## src/hdl/swf_pkg.sv

```systemverilog
// Constants, types and the register map of the single-wire flash control.
// Assumes a 200 MHz pclk; the wire and pin arrive synchronous to it.
package swf_pkg;
  // Clock rate and timing figures
  localparam int unsigned CLK_MHZ       = 200;
  localparam int unsigned TON_MIN_NS    = 100;  // Shortest wire phase
  localparam int unsigned TON_CYC       = (TON_MIN_NS * CLK_MHZ + 999) / 1000;
  localparam int unsigned LATCH_US      = 97;   // Shortest latch gap
  localparam int unsigned LATCH_CYC_DEF = LATCH_US * CLK_MHZ;
  localparam int unsigned END_US        = 405;  // Shutdown low time
  localparam int unsigned END_CYC_DEF   = END_US * CLK_MHZ;
  localparam int unsigned SAFE_TO_MS    = 1250; // Default safety time

  // Word addresses carried by the first word of a pair
  localparam logic [4:0] ADR_FLASH  = 5'h01;
  localparam logic [4:0] ADR_TORCH  = 5'h02;
  localparam logic [4:0] ADR_DUR    = 5'h03;
  localparam logic [4:0] ADR_LOWBAT = 5'h04;
  localparam logic [4:0] ADR_THR    = 5'h05;

  // Largest legal value per setting
  localparam logic [4:0] MAX_FLASH  = 5'h10;
  localparam logic [4:0] MAX_TORCH  = 5'h10;
  localparam logic [4:0] MAX_DUR    = 5'h0F;
  localparam logic [4:0] MAX_LOWBAT = 5'h07;
  localparam logic [4:0] MAX_THR    = 5'h10;

  // Reset values of the settings
  localparam logic [4:0] FLASH_DEF  = 5'h00;
  localparam logic [4:0] TORCH_DEF  = 5'h00;
  localparam logic [4:0] DUR_DEF    = 5'h07;  // Eight steps of the timer
  localparam logic [4:0] THR_DEF    = 5'h05;  // Code for the default limit
  localparam logic [4:0] LOWBAT_DEF = 5'h03;  // Code for the default level
  localparam logic [4:0] FLASH_PIN_CODE = 5'h10; // Current under pin only
  localparam int unsigned SAFE_STEP_DEF =
    SAFE_TO_MS * CLK_MHZ * 1000 / (DUR_DEF + 1);

  // Pulse counter saturation
  localparam logic [4:0] CNT_SAT = 5'h1F;

  // APB byte offsets
  localparam logic [7:0] OFS_CTRL   = 8'h00;
  localparam logic [7:0] OFS_STATUS = 8'h04;
  localparam logic [7:0] OFS_FLASH  = 8'h08;
  localparam logic [7:0] OFS_TORCH  = 8'h0C;
  localparam logic [7:0] OFS_DUR    = 8'h10;
  localparam logic [7:0] OFS_THR    = 8'h14;
  localparam logic [7:0] OFS_LOWBAT = 8'h18;

  // Control bits and reset
  localparam int unsigned CTRL_SER  = 0;
  localparam int unsigned CTRL_SAFE = 1;
  localparam logic [1:0]  CTRL_DEF  = 2'h3;

  // Receiver states, Gray along shutdown, idle, frame, error
  typedef enum logic [1:0] {
    RX_SHUT  = 2'b00,
    RX_IDLE  = 2'b01,
    RX_FRAME = 2'b11,
    RX_ERR   = 2'b10
  } swf_rx_state_e;
endpackage

```

## src/hdl/swf_flash_ctrl.sv

```systemverilog
// Top of the single-wire flash control: word pairing, settings, flash
// and torch control, safety timer and an APB register slave.
// Assumes pclk at 200 MHz and pins synchronous to it.
//
// Summary of operation
// Wire high enables, long low disables
// Each rising edge counts one pulse; the first rise of a frame only zeroes the count
// High gap past latch timeout latches word
// Host keeps each phase within limits
// Address word then data word form a write
// Five settings held for the analog blocks
// Long low shuts down, restores defaults
// Pin rising edge starts flash mode
// Flash ends: pin low, flash setting zero
// Safety timer defaults to its reset codes
// Low battery level defaults to its code
// Addresses one to five pick the setting
// Frame opens on fall, first rise zeroes
// Words above a setting's maximum dropped
// Over-threshold current cut at timer end
// Phases timed in clock cycles, synced
`timescale 1ns/1ps
module swf_flash_ctrl
  import swf_pkg::*;
#(
  parameter int unsigned LATCH_CYC     = LATCH_CYC_DEF,
  parameter int unsigned END_CYC       = END_CYC_DEF,
  parameter int unsigned SAFE_STEP_CYC = SAFE_STEP_DEF
) (
  input  wire logic        pclk,
  input  wire logic        presetn,
  input  wire logic        psel,
  input  wire logic        penable,
  input  wire logic        pwrite,
  input  wire logic [7:0]  paddr,
  input  wire logic [31:0] pwdata,
  output logic      [31:0] prdata,
  output logic             pready,
  output logic             pslverr,
  input  wire logic        ctrl_wire,
  input  wire logic        flash_enable_pin,
  output logic             dev_enable,
  output logic             flash_on,
  output logic             torch_on,
  output logic      [4:0]  led_code,
  output logic             safety_trip,
  output logic      [4:0]  low_battery_detect
);
  logic        rx_word;      // Latched word strobe
  logic [4:0]  rx_val;       // Latched pulse count
  logic        rx_over;      // Count overflowed
  logic        rx_err;       // Frame discarded
  logic        rx_shut;      // Entered shutdown
  logic        rx_en;        // Device awake
  logic [1:0]  ctrl_reg;     // Software control bits
  logic [4:0]  flash_reg;    // Flash current setting
  logic [4:0]  torch_reg;    // Torch current setting
  logic [4:0]  dur_reg;      // Safety timer duration
  logic [4:0]  thr_reg;      // Safety current threshold
  logic [4:0]  lowbat_reg;   // Low battery level code
  logic        pend_reg;     // Address word received
  logic [4:0]  addr_reg;     // Pending address
  logic        fen_d_reg;    // Pin one cycle ago
  logic        flash_reg_on; // Flash mode active
  logic        torch_reg_on; // Torch mode active
  logic [4:0]  led_reg;      // Current code to the sink
  logic        trip_reg;     // Safety cut-off latched
  logic        en_reg;       // Enable to the outside
  logic [31:0] step_cnt_reg; // Cycles in a timer step
  logic [5:0]  steps_reg;    // Timer steps elapsed
  logic        pready_reg;
  logic        pslverr_reg;
  logic [31:0] prdata_reg;
  logic [31:0] rd_data;
  logic        fen_rise;
  logic        over;
  logic [4:0]  cur_code;
  logic        setup;
  logic        wr_acc;

  // Largest legal value per address, zero for unknown addresses
  function automatic logic [4:0] reg_max(input logic [4:0] a);
    case (a)
      ADR_FLASH:  reg_max = MAX_FLASH;
      ADR_TORCH:  reg_max = MAX_TORCH;
      ADR_DUR:    reg_max = MAX_DUR;
      ADR_LOWBAT: reg_max = MAX_LOWBAT;
      ADR_THR:    reg_max = MAX_THR;
      default:    reg_max = 5'h00;
    endcase
  endfunction

  swf_wire_rx #(
    .LATCH_CYC (LATCH_CYC),
    .END_CYC   (END_CYC)
  ) u_rx (
    .pclk      (pclk),
    .presetn   (presetn),
    .ctrl_wire (ctrl_wire),
    .word_stb  (rx_word),
    .word_val  (rx_val),
    .word_over (rx_over),
    .err_stb   (rx_err),
    .shut_stb  (rx_shut),
    .enabled   (rx_en)
  );

  // Word pairing and the five settings
  always_ff @(posedge pclk or negedge presetn) begin
    if (!presetn) begin
      flash_reg  <= FLASH_DEF;
      torch_reg  <= TORCH_DEF;
      dur_reg    <= DUR_DEF;
      thr_reg    <= THR_DEF;
      lowbat_reg <= LOWBAT_DEF;
      pend_reg   <= 1'b0;
      addr_reg   <= 5'h00;
    end else if (rx_shut) begin
      flash_reg  <= FLASH_DEF;
      torch_reg  <= TORCH_DEF;
      dur_reg    <= DUR_DEF;
      thr_reg    <= THR_DEF;
      lowbat_reg <= LOWBAT_DEF;
      pend_reg   <= 1'b0;
    end else if (rx_err) begin
      // A broken frame also drops a half-received pair
      pend_reg <= 1'b0;
    end else if (rx_word && ctrl_reg[CTRL_SER]) begin
      if (rx_over) begin
        pend_reg <= 1'b0;
      end else if (!pend_reg) begin
        if (reg_max(rx_val) != 5'h00) begin
          pend_reg <= 1'b1;
          addr_reg <= rx_val;
        end
      end else begin
        pend_reg <= 1'b0;
        // Over-range data is silently dropped
        if (rx_val <= reg_max(addr_reg)) begin
          case (addr_reg)
            ADR_FLASH:  flash_reg  <= rx_val;
            ADR_TORCH:  torch_reg  <= rx_val;
            ADR_DUR:    dur_reg    <= rx_val;
            ADR_LOWBAT: lowbat_reg <= rx_val;
            ADR_THR:    thr_reg    <= rx_val;
            default:    pend_reg   <= 1'b0;
          endcase
        end
      end
    end
  end

  // Flash and torch modes; flash wins over torch
  assign fen_rise = flash_enable_pin && !fen_d_reg;

  always_ff @(posedge pclk or negedge presetn) begin
    if (!presetn) begin
      fen_d_reg    <= 1'b0;
      flash_reg_on <= 1'b0;
      torch_reg_on <= 1'b0;
    end else begin
      fen_d_reg <= flash_enable_pin;
      // Held by pin or setting; ends when both are off or the device is disabled
      flash_reg_on <= rx_en && (fen_rise || flash_reg != 5'h00
                      || (flash_reg_on && flash_enable_pin));
      torch_reg_on <= rx_en && (torch_reg != 5'h00);
    end
  end

  // Current that the active mode asks for
  always_comb begin
    cur_code = 5'h00;
    if (flash_reg_on) begin
      cur_code = (flash_reg != 5'h00) ? flash_reg : FLASH_PIN_CODE;
    end else if (torch_reg_on) begin
      cur_code = torch_reg;
    end
  end

  assign over = ctrl_reg[CTRL_SAFE] && (cur_code > thr_reg);

  // Safety timer: dur_reg + 1 steps of SAFE_STEP_CYC cycles
  always_ff @(posedge pclk or negedge presetn) begin
    if (!presetn) begin
      step_cnt_reg <= 32'h00000000;
      steps_reg    <= 6'h00;
      trip_reg     <= 1'b0;
    end else begin
      if (!over || trip_reg) begin
        step_cnt_reg <= 32'h00000000;
        steps_reg    <= 6'h00;
      end else if (step_cnt_reg == SAFE_STEP_CYC - 1) begin
        step_cnt_reg <= 32'h00000000;
        steps_reg    <= steps_reg + 6'h01;
      end else begin
        step_cnt_reg <= step_cnt_reg + 32'h00000001;
      end
      // Expiry sets; releasing both modes clears, set wins
      if (over && !trip_reg && step_cnt_reg == SAFE_STEP_CYC - 1
          && steps_reg == {1'b0, dur_reg}) begin
        trip_reg <= 1'b1;
      end else if (!flash_reg_on && !torch_reg_on) begin
        trip_reg <= 1'b0;
      end
    end
  end

  // Output flops toward the analog side
  always_ff @(posedge pclk or negedge presetn) begin
    if (!presetn) begin
      led_reg <= 5'h00;
      en_reg  <= 1'b0;
    end else begin
      led_reg <= trip_reg ? 5'h00 : cur_code;
      en_reg  <= rx_en;
    end
  end

  assign dev_enable         = en_reg;
  assign flash_on           = flash_reg_on;
  assign torch_on           = torch_reg_on;
  assign led_code           = led_reg;
  assign safety_trip        = trip_reg;
  assign low_battery_detect = lowbat_reg;

  // APB slave: answer comes in the first access cycle
  assign setup  = psel && !penable;
  assign wr_acc = psel && penable && pready_reg && pwrite;

  // Read mux; settings are read-only from the bus
  always_comb begin
    rd_data = 32'h00000000;
    case (paddr)
      OFS_CTRL:   rd_data = {30'h00000000, ctrl_reg};
      OFS_STATUS: rd_data = {26'h0000000, pend_reg, trip_reg,
                             torch_reg_on, flash_reg_on, en_reg, rx_en};
      OFS_FLASH:  rd_data = {27'h0000000, flash_reg};
      OFS_TORCH:  rd_data = {27'h0000000, torch_reg};
      OFS_DUR:    rd_data = {27'h0000000, dur_reg};
      OFS_THR:    rd_data = {27'h0000000, thr_reg};
      OFS_LOWBAT: rd_data = {27'h0000000, lowbat_reg};
      default:    rd_data = 32'h00000000;
    endcase
  end

  // Answer registers
  always_ff @(posedge pclk or negedge presetn) begin
    if (!presetn) begin
      pready_reg  <= 1'b0;
      pslverr_reg <= 1'b0;
      prdata_reg  <= 32'h00000000;
    end else begin
      pready_reg  <= setup;
      pslverr_reg <= setup && (paddr > OFS_LOWBAT || paddr[1:0] != 2'h0);
      prdata_reg  <= (setup && !pwrite) ? rd_data : 32'h00000000;
    end
  end

  // Control register write
  always_ff @(posedge pclk or negedge presetn) begin
    if (!presetn) ctrl_reg <= CTRL_DEF;
    else if (wr_acc && paddr == OFS_CTRL) ctrl_reg <= pwdata[1:0];
  end

  assign prdata  = prdata_reg;
  assign pready  = pready_reg;
  assign pslverr = pslverr_reg;
endmodule

```

## src/hdl/swf_wire_rx.sv

```systemverilog
// Receiver for the pulse-counting control wire: filter, frame, latch.
// Assumes ctrl_wire synchronous to pclk; one sync stage pair still added.
`timescale 1ns/1ps
module swf_wire_rx
  import swf_pkg::*;
#(
  parameter int unsigned LATCH_CYC = LATCH_CYC_DEF,
  parameter int unsigned END_CYC   = END_CYC_DEF
) (
  input  wire logic       pclk,
  input  wire logic       presetn,
  input  wire logic       ctrl_wire,
  output logic            word_stb,
  output logic [4:0]      word_val,
  output logic            word_over,
  output logic            err_stb,
  output logic            shut_stb,
  output logic            enabled
);
  logic          sync1_reg;   // First sync stage, read by sync2 only
  logic          sync2_reg;   // Second sync stage
  logic          lvl_reg;     // Filtered wire level
  logic [7:0]    flt_cnt_reg; // Cycles the new level has held
  logic [31:0]   phase_reg;   // Cycles since last filtered edge
  logic [4:0]    cnt_reg;     // Pulse counter
  logic          first_reg;   // Waiting for first rising edge
  logic          over_reg;    // Counter overflowed
  swf_rx_state_e state_reg;
  logic          flip;
  logic          rise;
  logic          fall;
  logic          latch_hit;
  logic          low_hit;
  logic          end_hit;

  // Two-flop synchroniser
  always_ff @(posedge pclk or negedge presetn) begin
    if (!presetn) begin
      sync1_reg <= 1'b0;
      sync2_reg <= 1'b0;
    end else begin
      sync1_reg <= ctrl_wire;
      sync2_reg <= sync1_reg;
    end
  end

  // Glitch filter: a level must hold the shortest phase to count
  assign flip = (sync2_reg != lvl_reg) && (flt_cnt_reg == TON_CYC - 1);
  assign rise = flip && sync2_reg;
  assign fall = flip && !sync2_reg;

  always_ff @(posedge pclk or negedge presetn) begin
    if (!presetn) begin
      lvl_reg     <= 1'b0;
      flt_cnt_reg <= 8'h00;
    end else if (sync2_reg == lvl_reg) begin
      flt_cnt_reg <= 8'h00;
    end else if (flip) begin
      lvl_reg     <= sync2_reg;
      flt_cnt_reg <= 8'h00;
    end else begin
      flt_cnt_reg <= flt_cnt_reg + 8'h01;
    end
  end

  // Phase timer, saturating so long levels never wrap
  always_ff @(posedge pclk or negedge presetn) begin
    if (!presetn) begin
      phase_reg <= 32'h00000000;
    end else if (flip) begin
      phase_reg <= 32'h00000000;
    end else if (phase_reg != 32'hFFFFFFFF) begin
      phase_reg <= phase_reg + 32'h00000001;
    end
  end

  assign latch_hit = lvl_reg && (phase_reg == LATCH_CYC - 1);
  assign low_hit   = !lvl_reg && (phase_reg == LATCH_CYC - 1);
  assign end_hit   = !lvl_reg && (phase_reg == END_CYC - 1);

  // Frame state machine; shutdown overrides any state
  always_ff @(posedge pclk or negedge presetn) begin
    if (!presetn) begin
      state_reg <= RX_SHUT;
      cnt_reg   <= 5'h00;
      first_reg <= 1'b0;
      over_reg  <= 1'b0;
      word_stb  <= 1'b0;
      word_val  <= 5'h00;
      word_over <= 1'b0;
      err_stb   <= 1'b0;
      shut_stb  <= 1'b0;
    end else begin
      word_stb <= 1'b0;
      err_stb  <= 1'b0;
      shut_stb <= 1'b0;
      if (end_hit && state_reg != RX_SHUT) begin
        state_reg <= RX_SHUT;
        shut_stb  <= 1'b1;
      end else begin
        case (state_reg)
          RX_SHUT: begin
            // Wire high wakes the device
            if (rise) state_reg <= RX_IDLE;
          end
          RX_IDLE: begin
            // First falling edge opens a frame
            if (fall) begin
              state_reg <= RX_FRAME;
              first_reg <= 1'b1;
              cnt_reg   <= 5'h00;
              over_reg  <= 1'b0;
            end
          end
          RX_FRAME: begin
            if (rise) begin
              if (first_reg) begin
                first_reg <= 1'b0;
                cnt_reg   <= 5'h00;
              end else if (cnt_reg == CNT_SAT) begin
                over_reg <= 1'b1;
              end else begin
                cnt_reg <= cnt_reg + 5'h01;
              end
            end else if (latch_hit) begin
              word_stb  <= 1'b1;
              word_val  <= cnt_reg;
              word_over <= over_reg;
              state_reg <= RX_IDLE;
            end else if (low_hit) begin
              // Low too long for data: discard the frame
              err_stb   <= 1'b1;
              state_reg <= RX_ERR;
            end
          end
          RX_ERR: begin
            if (rise) state_reg <= RX_IDLE;
          end
          default: state_reg <= RX_SHUT;
        endcase
      end
    end
  end

  // Device enable follows the shutdown state
  always_ff @(posedge pclk or negedge presetn) begin
    if (!presetn) enabled <= 1'b0;
    else enabled <= (state_reg != RX_SHUT);
  end
endmodule

```

## config.mk

```make
export PLATFORM = sky130hd
export DESIGN_NAME = swf_flash_ctrl
export DESIGN_NICKNAME = d
export VERILOG_FILES = /design/src/hdl/swf_pkg.sv /design/src/hdl/swf_flash_ctrl.sv /design/src/hdl/swf_wire_rx.sv
export SDC_FILE = /design/constraint.sdc
export NUM_CORES = 1
export LEC_CHECK = 0
export ABC_AREA = 0
export BUFFER_PORTS_ARGS = -buffer_cell sky130_fd_sc_hd__buf_2
export CORE_AREA = 3 3 124 245
export DETAILED_ROUTE_END_ITERATION = 10
export DIE_AREA = 0 0 127 248
export MAX_ROUTING_LAYER = met4
export PLACE_DENSITY = 0.5
export REMOVE_ABC_BUFFERS = 1
export SLEW_MARGIN = 10
export SYNTH_ARGS = -nofsm -noshare
export SYNTH_HDL_FRONTEND = slang
export SYNTH_SLANG_ARGS = --single-unit
```

## constraint.sdc

```tcl
create_clock -name pclk -period 2.81 [get_ports pclk]
set_input_delay 0 -clock pclk [delete_from_list [all_inputs] [get_ports pclk]]
set_output_delay 0 -clock pclk [all_outputs]
set_load 0.05 [all_outputs]
```

==> results of run 1 <==
-- layout make-up --
class | count | area, um^2
timing repair buffer | 80 | 592
fill | 2949 | 19100
sequential | 151 | 3790
multi-input combinational | 619 | 4200
clock inverter | 13 | 218
tap | 360 | 450
inverter | 24 | 90.1
clock buffer | 19 | 433
-- kinds of logic after synthesis --
logic type / synth area share, %
mux: 5.10
fa+ha+maj: 2.42
flops: 45.8
other cells: 0.0454
xor+xnor: 5.19
compound gates: 10.0
simple gates: 26.1
buf+inv: 5.28
-- power groups by stage --
stage	Sequential [mW]	Clock [mW]	Combinational [mW]
6_report	2.19	2.56	0.196
3_3_place_gp	2.23	0	0.185
3_5_place_dp	2.23	0	0.185
5_1_grt	2.19	2.72	0.215
2_1_floorplan	2.24	0	0.0996
4_1_cts	2.19	2.64	0.199
-- cell usage in the layout, fill, tap and decap left out, drive strengths merged, types with 3 or more instances in the layout --
master,Yosys,final
and3,18,18
o31ai,6,6
nor3,58,58
nor3b,5,5
nand2b,3,3
or2,4,4
nor4b,6,6
nand4,29,29
a21oi,45,45
and2,10,10
xnor2,23,23
xor2,26,26
o211ai,3,3
or3,22,22
nor4,21,21
nand2,51,51
nor2b,10,10
nand3b,6,6
a22o,6,6
conb,1,26
clkbuf,20,19
a211oi,3,3
or4,8,8
dfrtp,142,142
bufinv,0,5
o21a,3,3
mux2,13,13
mux2i,23,23
buf,38,66
o21ai,29,29
and4,10,10
dfstp,9,9
inv,24,29
ha,16,16
nand3,32,32
a31oi,3,3
dlygate4sd3,0,14
nor2,68,68
-- worst reg2reg max path, stage by stage, from the launching register on --
cell and delay [ps]:
dfrtp_1 400, nand3b_1 180, buf_4 160, nand2_1 70, nand2_2 90, ha_1 290, and4_4 150, a221o_1 430
buf_6 160, a211oi_4 220, buf_6 170, mux2i_1 190, nor2_1 50
-- metal layers --
| layer | GRT usage, % | up-vias | part of all wire, % |
|---|---|---|---|
| li1 | - | 3098 | - |
| met1 | 13.9 | 3086 | 36 |
| met2 | 27.1 | 121 | 58 |
| met3 | 2.37 | 35 | 2.2 |
| met4 | 6.82 | 0 | 3.4 |
| met5 | - | - | 0 |
-- Yosys cell counts, types with 13 or more instances --
cell / n
nand2_1: 51
mux2_2: 13
xnor2_1: 23
nand4_1: 27
nor2_1: 68
nand3_1: 32
or3_1: 22
and3_1: 18
xor2_1: 26
inv_1: 24
o21ai_0: 26
nor3_1: 51
buf_4: 28
mux2i_1: 23
clkbuf_1: 20
ha_1: 16
a21oi_1: 43
dfrtp_1: 142
-- path summary, 6_finish.rpt --
path | to | slack, ps | cells after the start
worst max-delay path | dur_reg[3]$_DFFE_PN0P_ | 120 | 12
worst min-delay path | ctrl_reg[1]$_DFFE_PN1P_ | 50 | 4
worst max register to register | dur_reg[3]$_DFFE_PN0P_ | 120 | 12
worst min register to register | u_rx.sync2_reg$_DFF_PN0_ | 350 | 0
max in group asynchronous | u_rx.phase_reg[14]$_DFFE_PN0P_ | 1880 | 3
min in group asynchronous | step_cnt_reg[29]$_DFF_PN0_ | 70 | 2
-- what timing repair did --
| action | CTS | global route |
|---|---|---|
| setup buffers | 1 | 1 |
| cloned | 0 | 0 |
| pin swaps | 1 | 4 |
| resized for setup | 0 | 11 |
| endpoints found under the setup margin | 2 | 14 |
| hold endpoints to repair | 109 | 0 |
| hold buffers | 14 | 0 |
==> out/qor.csv, run 1 <==
metric,value,unit
Clock transition at path regs,60,ps
Worst Max-Slew Pin Slew,730,ps
sequential share of the synthesized area,45.8,%
CP cell instances,nand3b_1 -> buf_4 -> nand2_1 -> nand2_2 -> ha_1 -> and4_4 -> a221o_1 -> buf_6 -> a211oi_4 -> buf_6 -> mux2i_1 -> nor2_1,
CORE AREA,28800,um^2
Post-Synthesis Cells,827,
Syn-to-layout area delta,18.2,%
H-tree Lvls,4,
HP Class,in2reg,
First-pass DRT Iterations,6,
final setup fails,0,
Antenna Violating Nets Remaining,0,
Finished Layout Cells,1266,
Post-Syn Area,8270,um^2
dpl ws,-37.9,ps
dpl cell area,8910,um^2
Pwr per Cell Area,507,nW/um^2
1st-iter DRT viols,239,
max-slew violation count,0,
clock share of power,51.8,%
CP endpoint kind,register,
number of synthesized register bits,151,
Clock Tree Buf Depth,2,
switching share of power,23.0,%
chip height,248,um
Final Hold Viols,0,
total chip power,4.95,mW
switching pwr,1.14,mW
crit-path max cell delay,420,ps
cts bufs inserted,17,
# DRC,0,
Leak Pwr,4.25,nW
Worst slew margin,51.0,%
global route overflow,0,
CP Launch Type,register,
hold_ws,50.8,ps
Setup WS post-layout,124,ps
Sequential Power Share,44.3,%
total track usage,14.3,%
MaxCap Viol Count,0,
vias in the first global route,6523,
Power Internal,3.81,mW
initial antenna violation count,0,
crit path buf inv count,3,
largest net degree at the start of global routing,71,
initial core utilization,28.7,%
root buf cell,clkbuf_16,
DRT Wirelength,21000,um
Layout Skew,8.45,ps
worst path required time,3120,ps
Most used DFF post-synth,dfrtp_1,
CP top delay family,compound AO/OA/AOI/OAI gates,
Post-DP HPWL,15300,um
clk sinks,151,
"Clk Latency, worst-skew pair",440,ps
final setup TNS,0,ps
row count,88,
Layout Utilization,33.9,%
wire per inst,16.6,um
Syn. warnings,0,
Crit. Startpoint,addr_reg[2]$_DFFE_PN0P_,
via count,6340,
"EDFF count, synth",0,
Placer Congestion,0.870,
I/O Buffers,38,
n_diodes,0,
"slowest stage cell, crit path",a221o_1,
DR vias/cell,5.01,
WS Path Type,reg2reg,
"area leader, netlist",dfrtp_1,
Die X-Extent,127,um
f_max,0.372,GHz
TritonCTS clock tree,built,
fin crit period,2690,ps
Async SR Flop Fraction,100,%
Comb pwr share,4.0,%
fin nets,956,
Area contributors post-synth,"dfrtp_1 (43%), nor3_1 (3.1%), nor2_1 (3.1%)",
Crit Path Max Fanout,7,
first-pass GRT wire length,34500,um
die footprint,31500,um^2
RR Startpoint,addr_reg[2]$_DFFE_PN0P_,
Final period util,95.6,%
Yosys top cell area share,43.0,%
status,completed,
CP dominant cell by count,buf_6,
Placed Cells,1218,
Finished Cell Area,9770,um^2
share of cells above drive strength 1,18.1,%
syn_area_per_cell,10.0,um^2
Worst VDD drop,416,uV
Ports,95,
Netlist cell types,75,
CP Data Arrival Time,3000,ps
Hold Crit Start,penable,
Note: power is estimated with default switching activity, not from simulation.
==> inputs of run 2 (changes only) <==
--- a/config.mk
+++ b/config.mk
@@ -11,9 +11,8 @@
 export DETAILED_ROUTE_END_ITERATION = 10
 export DIE_AREA = 0 0 127 248
 export MAX_ROUTING_LAYER = met4
-export PLACE_DENSITY = 0.5
+export PLACE_DENSITY = 0.46
 export REMOVE_ABC_BUFFERS = 1
-export SLEW_MARGIN = 10
 export SYNTH_ARGS = -nofsm -noshare
 export SYNTH_HDL_FRONTEND = slang
 export SYNTH_SLANG_ARGS = --single-unit
==> run 2 against run 1 <==
  * Power fell by 2.6%
  * Critical path depth is 2 lower
  * Cell area is 0.15% higher
  * Global-route usage grew 0.65 points
  * Non-clock buffer count rose by 5
  * Register-to-register slack worse by 60 ps
  * Via count rose by 0.30%
  * Sequential cell count unchanged
  * Setup slack worse by 55 ps
  * Combinational power hardly changed
  * Die area is the same
  * Sequential share of layout area fell by 0.072 points
==> out/qor.csv, run 2 (synthesized netlist as in run 1, its figures left out) <==
metric,value,unit,change
Worst VDD drop,438,uV,+5.2%
die footprint,31500,um^2,unchanged
final setup fails,0,,unchanged
"commonest non-fill, non-tap cell in the layout",dfrtp_1,,
"Clk Latency, worst-skew pair",430,ps,about the same
Antenna Violating Nets Remaining,0,,unchanged
hold_ws,37.7,ps,-13.1 ps
vias in the first global route,6463,,-0.92%
DRT Wirelength,22200,um,+5.9%
CORE AREA,28800,um^2,unchanged
Clock transition at path regs,60,ps,about the same
cts bufs inserted,17,,unchanged
total track usage,15.0,%,+0.65 points
fin crit period,2740,ps,+55.1 ps
dpl cell area,8930,um^2,+0.25%
worst path required time,3120,ps,about the same
DR vias/cell,5.00,,about the same
slack of the worst reg-to-reg path,70,ps,-60 ps
initial antenna violation count,0,,unchanged
chip height,248,um,unchanged
n_diodes,0,,unchanged
Pwr per Cell Area,493,nW/um^2,-2.8%
largest net degree at the start of global routing,88,,+24%
RSZ-0062 raised after global routing,yes,,
Ports,95,,unchanged
Die X-Extent,127,um,unchanged
first-pass GRT wire length,35400,um,+2.4%
H-tree Lvls,4,,unchanged
Clock Tree Buf Depth,2,,unchanged
I/O Buffers,38,,unchanged
most frequent cells in the layout,"dfrtp_1 (142), nor2_1 (68), nor3_1 (50)",,
CP Data Arrival Time,3050,ps,+50 ps
share of cells above drive strength 1,18.0,%,-0.099 points
Placer Congestion,0.830,,-4.6%
initial core utilization,28.7,%,unchanged
via count,6359,,+0.30%
Post-DP HPWL,16500,um,+7.8%
clk sinks,151,,unchanged
Leak Pwr,4.25,nW,about the same
CP Launch Type,register,,
Final Hold Viols,0,,unchanged
First-pass DRT Iterations,5,,-1
WS Path Type,reg2reg,,
Final period util,97.5,%,+2.0 points
# DRC,0,,unchanged
fin nets,961,,+0.52%
Finished Cell Area,9790,um^2,+0.15%
max-slew violation count,0,,unchanged
final setup TNS,0,ps,unchanged
1st-iter DRT viols,338,,+41%
Crit Path Max Fanout,8,,+1
Layout Skew,10.2,ps,+1.76 ps
status,completed,,
f_max,0.365,GHz,-2.0%
total chip power,4.82,mW,-2.6%
Worst Max-Slew Pin Slew,880,ps,+150 ps
root buf cell,clkbuf_16,,
wire per inst,17.5,um,+5.4%
Syn-to-layout area delta,18.4,%,
global route overflow,0,,unchanged
Worst slew margin,41.4,%,-9.6 points
HP Class,in2reg,,
MaxCap Viol Count,0,,unchanged
CP endpoint kind,register,,
TritonCTS clock tree,built,,
row count,88,,unchanged
-- run 2: cell types whose count changed in the layout (fill, tap and decap cells not counted), sizes merged --
cell,change
inv,-5
clkbuf,+4
buf,+3
clkinv,+2
dlygate4sd3,+2
bufinv,-1
-- run 2: worst max-delay path, stage by stage (launching register included) --
cell,delay (ps)
dfrtp_1,420
nor2_1,300
o21ai_0,190
ha_1,320
and4_1,190
a221o_1,400
buf_6,160
a211oi_2,200
buf_4,200
mux2i_1,180
nor2_1,50
-- run 2: repair_timing --
| action | 4_1_cts | 5_1_grt |
|---|---|---|
| setup buffers | 0 | 2 |
| pin swaps | 1 | 5 |
| cloned | 0 | 0 |
| hold buffers | 16 | 0 |
| endpoints found under the hold margin | 92 | 0 |
| setup endpoints to repair | 2 | 18 |
| resized for setup | 0 | 11 |
-- run 2: final cells by class --
cell class / instances / area [um^2]
Sequential cell: 151 / 3790
Clock inverter: 9 / 151
Multi-Input combinational cell: 619 / 4210
Timing Repair Buffer: 85 / 634
Fill cell: 2953 / 19100
Tap cell: 360 / 450
Inverter: 24 / 90.1
Clock buffer: 23 / 458
-- run 2: worst paths after layout --
check,end,cells past startpoint,from
setup / recovery,dur_reg[4]$_DFFE_PN0P_,10,addr_reg[4]$_DFFE_PN0P_
hold / removal,pslverr$_DFF_PN0_,5,paddr[7]
setup reg to reg,dur_reg[4]$_DFFE_PN0P_,10,addr_reg[4]$_DFFE_PN0P_
hold reg to reg,u_rx.sync2_reg$_DFF_PN0_,0,u_rx.sync1_reg$_DFF_PN0_
max in group asynchronous,step_cnt_reg[8]$_DFF_PN0_,3,presetn
min in group asynchronous,u_rx.flt_cnt_reg[0]$_DFF_PN0_,2,presetn
-- run 2: metrics by stage --
| stage | setup slack, ps | instances | utilization, % |
|---|---|---|---|
| floorplan | -1630 | 794 | - |
| global placement | 15.0 | 1221 | 31.0 |
| detailed placement | 9.29 | 1221 | 31.0 |
| CTS | 2.98 | 1269 | 33.6 |
| global route | -32.6 | 1271 | 33.9 |
| finish | 68.9 | 1271 | 33.9 |
-- run 2: per-layer routing --
metal | vias up | routed length (um) | track usage, % | share of wire (%)
met2 | 107 | 13000 | 28.5 | 59
met5 | - | 0 | - | 0
li1 | 3095 | - | - | -
met1 | 3127 | 7730 | 13.9 | 35
met3 | 30 | 530 | 3.02 | 2.4
met4 | 0 | 920 | 7.58 | 4.1
-- run 2: power breakdown --
part / switching, mW / internal, mW / leakage [nW]
registers: 0.00941 / 2.18 / 2.05
logic: 0.158 / 0.0390 / 1.90
clock network: 0.925 / 1.51 / 0.295
